`config.mk`:
```
export PLATFORM = sky130hd
export DESIGN_NAME = pgif_top
export DESIGN_NICKNAME = d
export VERILOG_FILES = /design/src/pgif_pkg.sv /design/src/pgif_top.sv /design/src/pgif_sync.sv
export SDC_FILE = /design/constraint.sdc
export NUM_CORES = 1
export LEC_CHECK = 0
export BUFFER_PORTS_ARGS = -buffer_cell sky130_fd_sc_hd__buf_2
export CAP_MARGIN = 10
export CORE_UTILIZATION = 60
export DETAILED_ROUTE_END_ITERATION = 8
export PLACE_DENSITY = 0.84
export RECOVER_POWER = 100
export SETUP_SLACK_MARGIN = 0.3
export SLEW_MARGIN = 5
export SYNTH_ARGS = -nofsm -noshare
export SYNTH_HDL_FRONTEND = slang
export SYNTH_SLANG_ARGS = --single-unit
export TNS_END_PERCENT = 5
```
`constraint.sdc`:
```
create_clock -name clk_sys -period 7 [get_ports clk_sys]
set_input_delay 1.4 -clock clk_sys [delete_from_list [all_inputs] [get_ports clk_sys]]
set_output_delay 1.4 -clock clk_sys [all_outputs]
set_load 0.01 [all_outputs]
```
`src/pgif_pkg.sv`:
```
// power-good interrupt flags: register map, field layout and reset values.
// assumes an 8-bit register port with 8-bit offsets.
package pgif_pkg;
  // ==========================================================
  // register offsets
  localparam logic [7:0] PGIF_FLAGS_A_OFS = 8'h3D;
  localparam logic [7:0] PGIF_MASK_A_OFS = 8'h3E;
  localparam logic [7:0] PGIF_FLAGS_B_OFS = 8'h3F;
  localparam logic [7:0] PGIF_MASK_B_OFS = 8'h40;
  // ==========================================================
  // reset values
  localparam logic [7:0] PGIF_FLAGS_A_RST = 8'h00;
  localparam logic [7:0] PGIF_MASK_A_RST = 8'hFF;
  localparam logic [5:0] PGIF_FLAGS_B_RST = 6'h00;
  localparam logic [7:0] PGIF_MASK_B_RST = 8'hFF;
  // ==========================================================
  // field layout
  localparam int PGIF_BUCK_LSB = 0;
  localparam int PGIF_LOWREG_LSB = 4;
  localparam int PGIF_BUCK_N = 4;
  localparam int PGIF_LOWREG_N = 4;
  localparam int PGIF_HIGHREG_N = 6;
  localparam int PGIF_REG_N = 10;
  localparam logic [1:0] PGIF_UNUSED_READ = 2'h0;
  // cycles until the pin synchronisers and the previous-sample registers hold real samples after reset
  localparam logic [1:0] PGIF_PRIME_CYCLES = 2'h3;
endpackage

```
`src/pgif_top.sv`:
```
// power-good interrupt flags: sticky event flags, masks, register port.
// assumes power-good pins are asynchronous; enables come from clk_sys logic.
module pgif_top
  import pgif_pkg::*;
(
  input wire logic clk_sys,
  input wire logic rst,
  input wire logic [3:0] buck_good,
  input wire logic [9:0] reg_good,
  input wire logic [3:0] buck_enable,
  input wire logic [3:0] reg_enable,
  input wire logic [7:0] reg_addr,
  input wire logic reg_wr,
  input wire logic [7:0] reg_wdata,
  input wire logic reg_rd,
  output logic [7:0] reg_rdata,
  output logic irq_req
);
  // ==========================================================
  // pin synchronisers
  logic [3:0] buck_good_s;
  logic [9:0] reg_good_s;

  pgif_sync #(.WIDTH(PGIF_BUCK_N)) u_sync_buck (
    .clk_sys(clk_sys),
    .rst(rst),
    .async_in(buck_good),
    .sync_out(buck_good_s)
  );

  pgif_sync #(.WIDTH(PGIF_REG_N)) u_sync_reg (
    .clk_sys(clk_sys),
    .rst(rst),
    .async_in(reg_good),
    .sync_out(reg_good_s)
  );

  // ==========================================================
  // edge detection
  // edges are ignored until the synchronisers carry true samples, so a
  // supply already good at reset release does not raise a bogus flag.
  logic [3:0] buck_prev_q;
  logic [3:0] buck_prev_d;
  logic [9:0] reg_prev_q;
  logic [9:0] reg_prev_d;
  logic [1:0] prime_q;
  logic [1:0] prime_d;
  logic primed;
  logic [7:0] event_a;
  logic [5:0] event_b;

  always_comb begin
    buck_prev_d = buck_good_s;
    reg_prev_d = reg_good_s;
    prime_d = prime_q;
    if (prime_q != PGIF_PRIME_CYCLES) begin
      prime_d = prime_q + 2'h1;
    end
  end

  always_ff @(posedge clk_sys) begin
    if (rst) begin
      buck_prev_q <= '0;
      reg_prev_q <= '0;
      prime_q <= '0;
    end else begin
      buck_prev_q <= buck_prev_d;
      reg_prev_q <= reg_prev_d;
      prime_q <= prime_d;
    end
  end

  assign primed = (prime_q == PGIF_PRIME_CYCLES);

  always_comb begin
    event_a = '0;
    event_b = '0;
    if (primed) begin
      // a drop caused by switching the supply off is not a fault
      event_a[PGIF_BUCK_LSB +: PGIF_BUCK_N] =
        buck_prev_q & ~buck_good_s & buck_enable;
      event_a[PGIF_LOWREG_LSB +: PGIF_LOWREG_N] =
        reg_prev_q[3:0] & ~reg_good_s[3:0] & reg_enable;
      event_b = reg_prev_q[9:4] ^ reg_good_s[9:4];
    end
  end

  // ==========================================================
  // flag and mask registers
  logic [7:0] flags_a_q;
  logic [7:0] flags_a_d;
  logic [7:0] mask_a_q;
  logic [7:0] mask_a_d;
  logic [5:0] flags_b_q;
  logic [5:0] flags_b_d;
  logic [7:0] mask_b_q;
  logic [7:0] mask_b_d;
  logic [7:0] rdata_q;
  logic [7:0] rdata_d;
  logic irq_q;
  logic irq_d;
  logic wr_flags_a;
  logic wr_flags_b;

  assign wr_flags_a = reg_wr && (reg_addr == PGIF_FLAGS_A_OFS);
  assign wr_flags_b = reg_wr && (reg_addr == PGIF_FLAGS_B_OFS);

  always_comb begin
    // a new event in the clearing cycle wins over the clear
    flags_a_d = flags_a_q | event_a;
    flags_b_d = flags_b_q | event_b;
    if (wr_flags_a) begin
      flags_a_d = (flags_a_q & ~reg_wdata) | event_a;
    end
    if (wr_flags_b) begin
      flags_b_d = (flags_b_q & ~reg_wdata[5:0]) | event_b;
    end
    mask_a_d = mask_a_q;
    mask_b_d = mask_b_q;
    if (reg_wr && (reg_addr == PGIF_MASK_A_OFS)) begin
      mask_a_d = reg_wdata;
    end
    if (reg_wr && (reg_addr == PGIF_MASK_B_OFS)) begin
      // upper two bits are kept but never read back
      mask_b_d = reg_wdata;
    end
    // request follows the next flag/mask state, so it is never a cycle late
    irq_d = |(flags_a_d & ~mask_a_d) | |(flags_b_d & ~mask_b_d[5:0]);
    rdata_d = rdata_q;
    if (reg_rd) begin
      case (reg_addr)
        PGIF_FLAGS_A_OFS: rdata_d = flags_a_q;
        PGIF_MASK_A_OFS: rdata_d = mask_a_q;
        PGIF_FLAGS_B_OFS: rdata_d = {PGIF_UNUSED_READ, flags_b_q};
        PGIF_MASK_B_OFS: rdata_d = {PGIF_UNUSED_READ, mask_b_q[5:0]};
        default: rdata_d = 8'h00;
      endcase
    end
  end

  always_ff @(posedge clk_sys) begin
    if (rst) begin
      flags_a_q <= PGIF_FLAGS_A_RST;
      mask_a_q <= PGIF_MASK_A_RST;
      flags_b_q <= PGIF_FLAGS_B_RST;
      mask_b_q <= PGIF_MASK_B_RST;
      rdata_q <= 8'h00;
      irq_q <= 1'b0;
    end else begin
      flags_a_q <= flags_a_d;
      mask_a_q <= mask_a_d;
      flags_b_q <= flags_b_d;
      mask_b_q <= mask_b_d;
      rdata_q <= rdata_d;
      irq_q <= irq_d;
    end
  end

  assign reg_rdata = rdata_q;
  assign irq_req = irq_q;
endmodule

```
`src/pgif_sync.sv`:
```
// two-stage synchroniser for a bundle of asynchronous level inputs.
// assumes every bit is a slow level; no bit-to-bit coherence is given.
module pgif_sync #(
  parameter int WIDTH = 1
) (
  input wire logic clk_sys,
  input wire logic rst,
  input wire logic [WIDTH-1:0] async_in,
  output logic [WIDTH-1:0] sync_out
);
  logic [WIDTH-1:0] meta_q;
  logic [WIDTH-1:0] meta_d;
  logic [WIDTH-1:0] sync_q;
  logic [WIDTH-1:0] sync_d;

  always_comb begin
    meta_d = async_in;
    sync_d = meta_q;
  end

  always_ff @(posedge clk_sys) begin
    if (rst) begin
      meta_q <= '0;
      sync_q <= '0;
    end else begin
      meta_q <= meta_d;
      sync_q <= sync_d;
    end
  end

  assign sync_out = sync_q;
endmodule

```
-- Word-level counts from Yosys, hierarchy flattened
Cells that the tools add are included.
W data, S select, Z words.
- register bits after elaboration: 81
- eq/ne operators: 6
- reduce and logical (&&, ||, !) cells: 6
- mux-type cells: 7
- bitwise operators: 20
- add/sub/neg operators: 1
- operator list (cell ; count):
    $pmux W8 S4 ; 1
    $eq A8 B6 Y1 const B ; 3
    $mux W8 ; 3
    $mux W6 ; 3
    $and A4 B4 Y4 ; 4
    $and A8 B8 Y8 ; 2
    $not A8 Y8 ; 2
    $or A8 B8 Y8 ; 2
    $and A6 B6 Y6 ; 2
    $not A6 Y6 ; 2
    $or A6 B6 Y6 ; 2
    $eq A8 B7 Y1 const B ; 1
    $not A4 Y4 ; 2
    $reduce_or A8 Y1 ; 1
    $reduce_or A6 Y1 ; 1
    $xor A6 B6 Y6 ; 1
    $logic_and A1 B1 Y1 ; 4
    $add A2 B1 Y2 const B ; 1
    $eq A2 B2 Y1 const B ; 1
    $ne A2 B2 Y1 const B ; 1
    $or A1 B1 Y1 ; 1

-- Longest topological paths before layout
Gate-level depths: netlist of run 1.
- depth in word-level cells: 9
- mapped depth: 8
- gate-level depth less buffers: 7

-- Modules after synthesis
From an unflattened synthesis of run 1, not the netlist that was laid out.
- cells, all modules: 316
- area, all modules: 3253.1 um^2
- modules (own cells, without submodules) (module ; times used ; area an instance (um^2) ; cells an instance ; seq. area each (um^2)):
    pgif_top ; 1 ; 2424.8 ; 258 ; 1061.0
    pgif_sync (u_sync_reg) ; 1 ; 618.1 ; 42 ; 400.4
    pgif_sync (u_sync_buck) ; 1 ; 210.2 ; 16 ; 160.2

-- Least setup slack after synthesis of run 1
Ideal clock, no wire load.
- path type: input port to flip-flop
- start: in reg_addr[3]
- end: reg irq_q (netlist: irq_req)
- data required time: 6.919 ns
- setup time: 0.081 ns
- arrival time: 3.227 ns
- buffers on the path: 1
- cell stages on the path: 7
- slack: 3.692 ns
- path through: or4_4 -> or4b_4 -> buf_6 -> a32o_1 -> o32ai_2 -> nor4_1 -> a41oi_1
- longest elaborated chain between the ends: 7
- RTL lines (element ; RTL line ; RTL):
    start: declaration ; pgif_top.sv:12 ; input wire logic [7:0] reg_addr,
    $eq A8 B6 Y1 / $eq A8 B7 Y1 (equally long branches) ; pgif_top.sv:120, pgif_top.sv:123 ;
    $logic_and A1 B1 Y1, on equally long branches ; pgif_top.sv:120, pgif_top.sv:123 ;
    $mux W8 / $mux W6 (equally long branches) ; pgif_top.sv:120, pgif_top.sv:123 ;
    $not A8 Y8 / $not A6 Y6 (equally long branches) ; pgif_top.sv:128 ; irq_d = |(flags_a_d & ~mask_a_d) | |(flags_b_d & ~mask_b_d[5:0]);
    $and A8 B8 Y8 / $and A6 B6 Y6 (equally long branches) ; pgif_top.sv:128 ;
    $reduce_or A8 Y1 / $reduce_or A6 Y1 (equally long branches) ; pgif_top.sv:128 ;
    $or A1 B1 Y1 (*) ; pgif_top.sv:128 ;
    end signal: assignment ; pgif_top.sv:155 ; irq_q <= irq_d;
    end: declaration ; pgif_top.sv:100 ; logic irq_q;
Every way passes the cells marked *; elsewhere a longest branch is shown, timed or not.
A chain may end at the register's enable or synchronous reset.

-- Worst setup path in the final report of run 1
- start: in rst
- end: reg flags_b_q[3]
- RTL lines (element ; RTL line ; RTL):
    start: declaration ; pgif_top.sv:7 ; input wire logic rst,
    end signal: assignment ; pgif_top.sv:152 ; flags_b_q <= flags_b_d;
    end: declaration ; pgif_top.sv:94 ; logic [5:0] flags_b_q;
No word-level cell between the ends.

==> results.md, run 1 <==
- The worst setup path is captured at a register.
- Setup violations remaining at the end of the flow were counted as 0.
- The number of setup buffers added after CTS is 0.
- The count of maximum capacitance violations is 1.
- The highest net fanout along the worst path is 81.
- The post-route fraction of the period consumed by the critical path is a little over half.
- The die is around 75 um wide.
- The first element of the critical path is rst.
- The number of pins exceeding their max-slew limit in the final report came to 82.
- The net count after synthesis is approximately 370.
- For this run, the register share of the synthesized area comes to 50.5%.
- The core region is 0.00514 mm2.
- The critical path contains buffers and inverters numbering 2 combined.
- The kind of launch point of the worst setup path is a primary input.
- Entering global routing, the biggest net connects 82 pins.
- Averaged over all synthesized cells, the footprint is a little under 10 um2.
- The vertical die dimension is approximately 75 um.
- Across every metal layer, demand over resource in global routing totals 24.8%.
- By area the synthesized netlist is led by sky130_fd_sc_hd__dfxtp_1, sky130_fd_sc_hd__nor2b_1, sky130_fd_sc_hd__mux2i_1.
- The number of buffers on the longest clock path is 2.
- Summed over all layers, the global routing overflow is 0.
- In the final layout, the share of cells above drive strength 1 is 19.4%.
- Clock-pin slew was measured on the worst setup and hold paths at 80 ps.
- The endpoint of the worst-slack reg-to-reg timing path is irq_req.
- TritonCTS created 9 clock buffers.
- The most repeated cell in the gate-level netlist after synthesis is sky130_fd_sc_hd__dfxtp_1.
- After Yosys synthesis, and, or, nand and nor cells account for a little over a quarter of the synthesized area.
- The first global-routing pass estimated 10.3 mm of wire.
- Counting cells, the worst reg-to-reg path comes to 7.
- The compound-cell area share of the yosys netlist is 13.1%.
- The ratio of routed vias to standard cells is 5.52.
- The cell sitting at the root of the clock tree is a sky130_fd_sc_hd__clkbuf_8.
- The final reports fail on max-capacitance violations, max-slew violations.
- The run finished, with violations left.
- The starting utilization of the core area is 62.4%.
- After detailed routing, the average wire length per cell comes to 14.6 um.
- The DRC violations left is 0.
- For this run, the detailed router's first-pass iteration total came to 6.
- The number of antenna violations at the first check in global routing is 0.
- Once the clock tree was built, the resizer swapped 0 gates to a different size.
- The largest total area in the synthesized netlist belongs to sky130_fd_sc_hd__dfxtp_1.
- The required arrival time at the worst endpoint is 7090 ps.
- The cell count after synthesis is roughly 320.
- By count the netlist is led by sky130_fd_sc_hd__dfxtp_1, sky130_fd_sc_hd__nor2b_1, sky130_fd_sc_hd__nor2_1.
- The post-route antenna net violation count is 0.
- OpenSTA, run right after detailed placement, puts the worst setup slack at ~3200 ps.
- The library cell contributing the largest single delay on the critical path is sky130_fd_sc_hd__clkbuf_1.
- For this block, the routed nets add up to 6.52 mm of wire.
- The TritonCTS clock tree is built.
- The dominant combinational cell family by area after synthesis is simple AND/OR/NAND/NOR gates.
- Setup repair after global routing left no endpoint under its margin.
- The number of warnings printed during yosys synthesis is 0.
- Summing every instance area after synthesis gives roughly 0.0032 mm2.
- The detailed router placed 2467 vias in this run.
- The final layout contains 415 nets.
- The via count of the first global-routing pass came to 2249.
- The hold buffer count at cts is 0.
- Subtracting the final worst setup slack from the clock period gives 3800 ps.
- The number of different library cells used by synthesis comes to 45.
- For this run, the slowest stage of the critical path takes 2220 ps.
- The startpoint of the worst register-to-register path is prime_q[0].
- The critical path runs through a total of 3 cells.
- For this run, the top clock speed supported by timing is 0.263 GHz.
- The floorplan step defined a die boundary enclosing 0.00565 mm2.
- In this run the number of H-tree levels came out at 3.
- The number of antenna diodes in the final layout is 0.
- The synthesized netlist devotes 0.390% of its cell area to adder and majority cells.
- STA puts the critical path data arrival time at 3890 ps.
- The final number of hold-violating endpoints was 0.
- The top cell type's share of synthesized area is 50.5%.
- The post-layout instance count excluding filler cells is 447.
- The clock latency on the worst-skew pair is 350 ps.
- The capturing instance or port of the critical path is flags_b_q[3].
- Measured against the total synthesized area, the mux share comes to 5.77%.
- On the final layout, the worst clock skew is 6.15 ps.
- The power density over the cells is ~260 mW/mm2.
- Input and output buffers added on the ports amount to 50.
- Counting flops with a built-in enable in the synthesized netlist gives 0.
- After detailed placement, the design holds a cell count of roughly 430.
- On the critical path the largest part of the delay comes from buffers and inverters.
- The setup path with the least slack is of type in -> reg.
- The clock sink count is 81.
- The number of rows in the core area is 26.
- Among all flip-flop cells after synthesis, the most frequent one is sky130_fd_sc_hd__dfxtp_1.
- The number of placed I/O pins is 51.
- The worst min-delay path class is reg -> reg.
- Synthesis inferred 81 register bits.
- In the post-route analysis, the smallest setup slack over all paths is 3200 ps.
- Relative to the synthesized area, the layout overhead comes to 16.4%.
- The headroom to the max-slew limit is -109%.
- The synthesized netlist devotes 1.91% of its cell area to XOR and XNOR gates.
- Of all flip-flops after synthesis, the portion carrying an async set or reset was 0%.
- The worst-case IR drop observed on VDD is roughly 0.17 mV.
- The sum of negative setup slack is 0 ps.
- The last weighted congestion value of the routability-driven placer is 0.869.
- The critical path goes through buf_2 > clkbuf_1 > nor2_1.
- The post-DP HPWL is 4.42 mm.
- For this design the static power due to leakage is about 0.0015 uW.
- The setup slack of the most critical reg-to-reg path is 4570 ps.
- The starting DRC count in detailed routing is roughly 210.
- At the pin with the least slew margin, the transition time is 3140 ps.
layout by cell type, fill, tap and decap left out, drive strengths merged, types with 2 or more instances in the layout:
master | Yosys | final
dfxtp | 81 | 81
nand2b | 8 | 8
xor2 | 7 | 7
nor2 | 21 | 21
or4b | 2 | 2
o21ai | 9 | 9
nand4 | 2 | 2
a21oi | 20 | 20
a22oi | 9 | 9
clkbuf | 11 | 22
inv | 4 | 4
or2 | 4 | 4
buf | 2 | 41
mux2 | 4 | 4
a31oi | 2 | 2
a22o | 7 | 7
nor4 | 6 | 6
and4b | 6 | 6
bufinv | 0 | 3
o2bb2ai | 5 | 5
nor2b | 59 | 59
nand4b | 2 | 2
mux2i | 14 | 14
nand2 | 20 | 20
metal layers:
metal  vias up  part of all wire [%]  global-route usage [%]
met3        16                   6.4                    6.56
met5         -                     0                       0
li1       1226                     -                       -
met4         0                   2.4                    12.3
met1      1124                    44                    30.0
met2       101                    47                    40.9
logic make-up (layout without fill, tap and decap cells):
group           after synthesis  after routing
flops                        81             81
mux                          18             18
xor+xnor                      7              7
fa+ha+maj                     1              1
compound gates               62             62
buf+inv                      17             71
simple gates                137            137
worst min-delay path by stage:
stage | startpoint | end | slack, ps | depth (start not counted)
floorplan | u_sync_buck.meta_q[0] | u_sync_buck.sync_out[0] | 410 | 1
global placement | u_sync_buck.meta_q[0] | u_sync_buck.sync_out[0] | 420 | 1
detailed placement | u_sync_reg.meta_q[8] | u_sync_reg.sync_out[8] | 420 | 1
CTS | u_sync_reg.meta_q[8] | u_sync_reg.sync_out[8] | 440 | 1
global route | u_sync_reg.meta_q[1] | u_sync_reg.sync_out[1] | 460 | 1
finish | u_sync_reg.meta_q[6] | u_sync_reg.sync_out[6] | 440 | 1
state kept, by name (all words and copies together), names as in the netlist:
register,count
buck_prev_q,4
flags_a_q,8
flags_b_q,6
irq_req,1
mask_a_q,8
mask_b_q,6
prime_q,2
reg_prev_q,10
reg_rdata,8
u_sync_buck.meta_q,4
u_sync_buck.sync_out,4
u_sync_reg.meta_q,10
u_sync_reg.sync_out,10
worst reg2reg max path: stages (launching register included):
cell                      delay [ps]
sky130_fd_sc_hd__dfxtp_1         330
sky130_fd_sc_hd__ha_1            450
sky130_fd_sc_hd__and4b_1         390
sky130_fd_sc_hd__nor4_1          250
sky130_fd_sc_hd__o21ai_0         120
sky130_fd_sc_hd__a22o_1          250
sky130_fd_sc_hd__nor4_1          220
sky130_fd_sc_hd__a41oi_1         140
metrics by stage:
stage               hold WS [ps]  utilization [%]  total power (uW)  cell area [um2]
global placement             417             68.0               544             3500
global route                 456             72.7               986             3740
detailed placement           420             68.0               546             3500
floorplan                    414                -               523             3210
finish                       437             72.7               953             3740
CTS                          438             73.0               957             3750
layout make-up:
type | instances | area, um2
timing repair buffer | 51 | 243
sequential | 81 | 1620
multi-input combinational | 225 | 1520
inverter | 4 | 15.0
tap | 70 | 87.6
clock buffer | 12 | 155
clock inverter | 4 | 98.8
fill | 386 | 1400
power by group:
part / total (uW) / internal (uW) / switching [uW]
combinational: 56.8 / 25.7 / 31.1
clock: 417 / 257 / 160
sequential: 479 / 474 / 5.28
total: 953 / 757 / 196
No activity file was read; power rests on OpenSTA's default activity.
==> run 2: changes to the inputs <==
--- a/config.mk
+++ b/config.mk
@@ -7,9 +7,9 @@
 export LEC_CHECK = 0
 export BUFFER_PORTS_ARGS = -buffer_cell sky130_fd_sc_hd__buf_2
 export CAP_MARGIN = 10
-export CORE_UTILIZATION = 60
+export CORE_UTILIZATION = 50
 export DETAILED_ROUTE_END_ITERATION = 8
-export PLACE_DENSITY = 0.84
+export PLACE_DENSITY = 0.75
 export RECOVER_POWER = 100
 export SETUP_SLACK_MARGIN = 0.3
 export SLEW_MARGIN = 5
==> constraint.sdc (replaced) <==
create_clock -name clk_sys -period 3.05 [get_ports clk_sys]
set_input_delay 0.61 -clock clk_sys [delete_from_list [all_inputs] [get_ports clk_sys]]
set_output_delay 0.61 -clock clk_sys [all_outputs]
set_load 0.01 [all_outputs]
==> results.md, run 2 (synthesis gave the netlist of run 1 again) <==
- The final number of hold-violating endpoints was 0 (unchanged).
- The number of instances resized during post-cts repair is 0 (unchanged).
- The total buffers and inverters traversed by the critical path came to 2 (unchanged).
- The post-route antenna net violation count is 0 (unchanged).
- The number of buffers added on ports came to 50 (unchanged).
- The post-route clock skew came to 6.22 ps (+0.0723 ps).
- The root buffer cell is sky130_fd_sc_hd__clkbuf_8.
- The setup slack of the most critical reg-to-reg path is 990 ps (-3580 ps).
- The fraction of final layout cells with drive strength greater than 1 came to 17.9% (-1.4 points).
- The highest cell delay on the worst timing path is 530 ps (-1690 ps).
- The worst path needs around 2600 ps of the cycle, external delays included.
- The endpoint arrival time on the critical path came to 2840 ps (-1050 ps).
- The detailed-router iteration count before antenna repair is 4 (-2).
- The number of placed I/O pins came to 51 (unchanged).
- The endpoint with the worst hold slack is u_sync_buck.sync_out[0].
- The top cell types in the final layout, fill and taps aside, are sky130_fd_sc_hd__dfxtp_1, sky130_fd_sc_hd__nor2b_1, sky130_fd_sc_hd__buf_2.
- The flow ran to the end, and the final reports show no timing, DRC or antenna violations.
- The standby leakage power is 0.00150 uW (-1.5%).
- The post-DP HPWL is 4.58 mm (+3.6%).
- The post-route fraction of the period consumed by the critical path is between 80% and 90%.
- The count of endpoints failing setup in the final report is 0 (unchanged).
- The worst register-to-register path ends at irq_req.
- STA classifies the critical path endpoint as a register.
- The clock transition time at the flip-flop clock pins of the worst setup and hold paths came to 80 ps (about the same).
- The headroom to the max-slew limit is 22.3% (+130 points).
- The via total after detailed routing is 2464 (-0.12%).
- The final core utilization is 60.9% (-12 points).
- Grouping stages by cell kind, the critical path spends the most delay in simple AND/OR/NAND/NOR gates.
- The worst min-delay path class is reg -> reg.
- The last weighted congestion value of the routability-driven placer is 0.890 (+2.4%).
- The antenna diode count is 0 (unchanged).
- The detailed-routed wire length on met3 is 387 um (-6.7%).
- The worst setup timing slack at the placement stage came to 359 ps (-2850 ps).
- The worst hold path stage count was 1 (unchanged).
- The slew at the pin with the worst max-slew slack is 1170 ps (-1970 ps).
- The area of the die is 0.00674 mm2 (+19%).
- The sum of negative setup slack is 0 ps (unchanged).
- The path depth of the worst reg2reg path came to 8 (+1).
- The met2 wirelength from detailed routing is 3.03 mm (-1.6%).
- The highest net fanout along the worst path was 9 (-89%).
- The number of rows in the core area is 28 (+7.7%).
- The global route total overflow is 0 (unchanged).
- The deepest level of the CTS H-tree is 3 (unchanged).
- The final worst-path setup slack is 474 ps (-2730 ps).
- The highest routed metal layer is met4.
- The hold buffer count at cts came to 0 (unchanged).
- The startpoint of the worst register-to-register path is prime_q[0].
- The classification of the worst setup path is in -> reg.
- The kind of launch point of the worst setup path is a primary input.
- The number of antenna violations at the first check in global routing is 0 (unchanged).
- The TritonCTS clock tree is built.
- The final net count is 423 (+1.9%).
- The ratio of routed vias to standard cells was 5.36 (-2.9%).
- The area growth from synthesis to layout is 15.0%.
- The hold path startpoint is u_sync_buck.meta_q[0].
- The slowest stage of the critical path is the sky130_fd_sc_hd__or3b_2 cell.
- The count of maximum capacitance violations came to 0 (-1).
- The core footprint is 0.00606 mm2 (+18%).
- The CTS buffer count is 9 (unchanged).
- For this run, the top clock speed supported by timing is 0.388 GHz.
- The number of pins exceeding their max-slew limit in the final report is 0 (-100%).
- The most frequent standard cell in the layout excluding fill and tap cells is sky130_fd_sc_hd__dfxtp_1.
- The starting DRC count in detailed routing is 149 (-28%).
- The signal on the critical path passes through clkbuf_1 > or3b_2 > nor4_4 > clkbuf_1 > mux2_2 > o22ai_1 > nor4_1 > a41oi_1.
- The clock sink count was 81 (unchanged).
- The pin count of the biggest net entering global routing is 31 (-62%).
- The post-CTS setup repair buffer count is 0 (unchanged).
- The via count of the first global-routing pass was 2208 (-1.8%).
- The worst-case vdd ir drop was 0.399 mV (+140%).
- The routed length on met1 came to 3.04 mm (+5.7%).
- The global-route wire length before repair was 10.4 mm (+1.2%).
- The power density over the cells is 520 mW/mm2 (+100%).
- The tightest hold margin came to 434 ps (-2.82 ps).
- Setup repair after global routing left no endpoint under its margin.
- The starting utilization of the core area is 53.0% (-9.5 points).
- The overall fraction of global-route tracks in use is 21.4% (-3.4 points).
- The detail-routed net length per standard cell is 14.2 um (-2.5%).
- The vertical die dimension is 82.1 um (+9.3%).
- The wire length after detailed routing is 6.55 mm (+0.37%).
- The clock latency on the worst-skew pair is 360 ps (about the same).
- The DRC violations left came to 0 (unchanged).
- The die span in x is 82.1 um (+9.3%).
- In this design, the critical path's most frequently occurring cell is sky130_fd_sc_hd__clkbuf_1.
- The required arrival time at the worst endpoint is 3320 ps (-3770 ps).
- The number of buffers on the longest clock path is 2 (unchanged).
-- run 2: metal layers --
layer  track usage, %  vias to the layer above
li1                 -                     1243
met1             27.7                     1127
met2             33.3                       83
met3             5.60                       11
met4             9.47                        0
met5                0                        -
-- run 2: final cells by class --
| cell class | instances | area, um2 |
|---|---|---|
| Fill cell | 554 | 2370 |
| Sequential cell | 81 | 1620 |
| Multi-Input combinational cell | 225 | 1500 |
| Timing Repair Buffer | 59 | 288 |
| Clock buffer | 10 | 128 |
| Tap cell | 75 | 93.8 |
| Clock inverter | 6 | 43.8 |
| Inverter | 4 | 15.0 |
-- run 2: stage by stage --
| step | power, uW | cell area [um2] | std cells |
|---|---|---|---|
| detailed placement | 1260 | 3560 | 444 |
| floorplan | 1200 | 3210 | 323 |
| CTS | 1940 | 3730 | 460 |
| global route | 2010 | 3690 | 460 |
| global placement | 1250 | 3560 | 444 |
| finish | 1920 | 3690 | 460 |
-- run 2: power by group --
group | total [uW] | switching, uW | leakage (uW) | internal (uW)
registers | 1100 | 11.9 | 0.000661 | 1090
logic | 134 | 74.1 | 0.000756 | 60.4
clock network | 686 | 388 | 0.0000866 | 298
total | 1920 | 474 | 0.00150 | 1450
-- run 2: worst max path at each step --
stage,from,to,slack [ps],depth (start not counted)
after floorplan,reg_addr[3],irq_req,530,7
after global placement,reg_addr[3],irq_req,400,7
after detailed placement,reg_addr[3],irq_req,360,7
after CTS,reg_addr[3],irq_req,740,7
after global routing,reg_addr[1],irq_req,360,8
final,reg_addr[1],irq_req,470,8
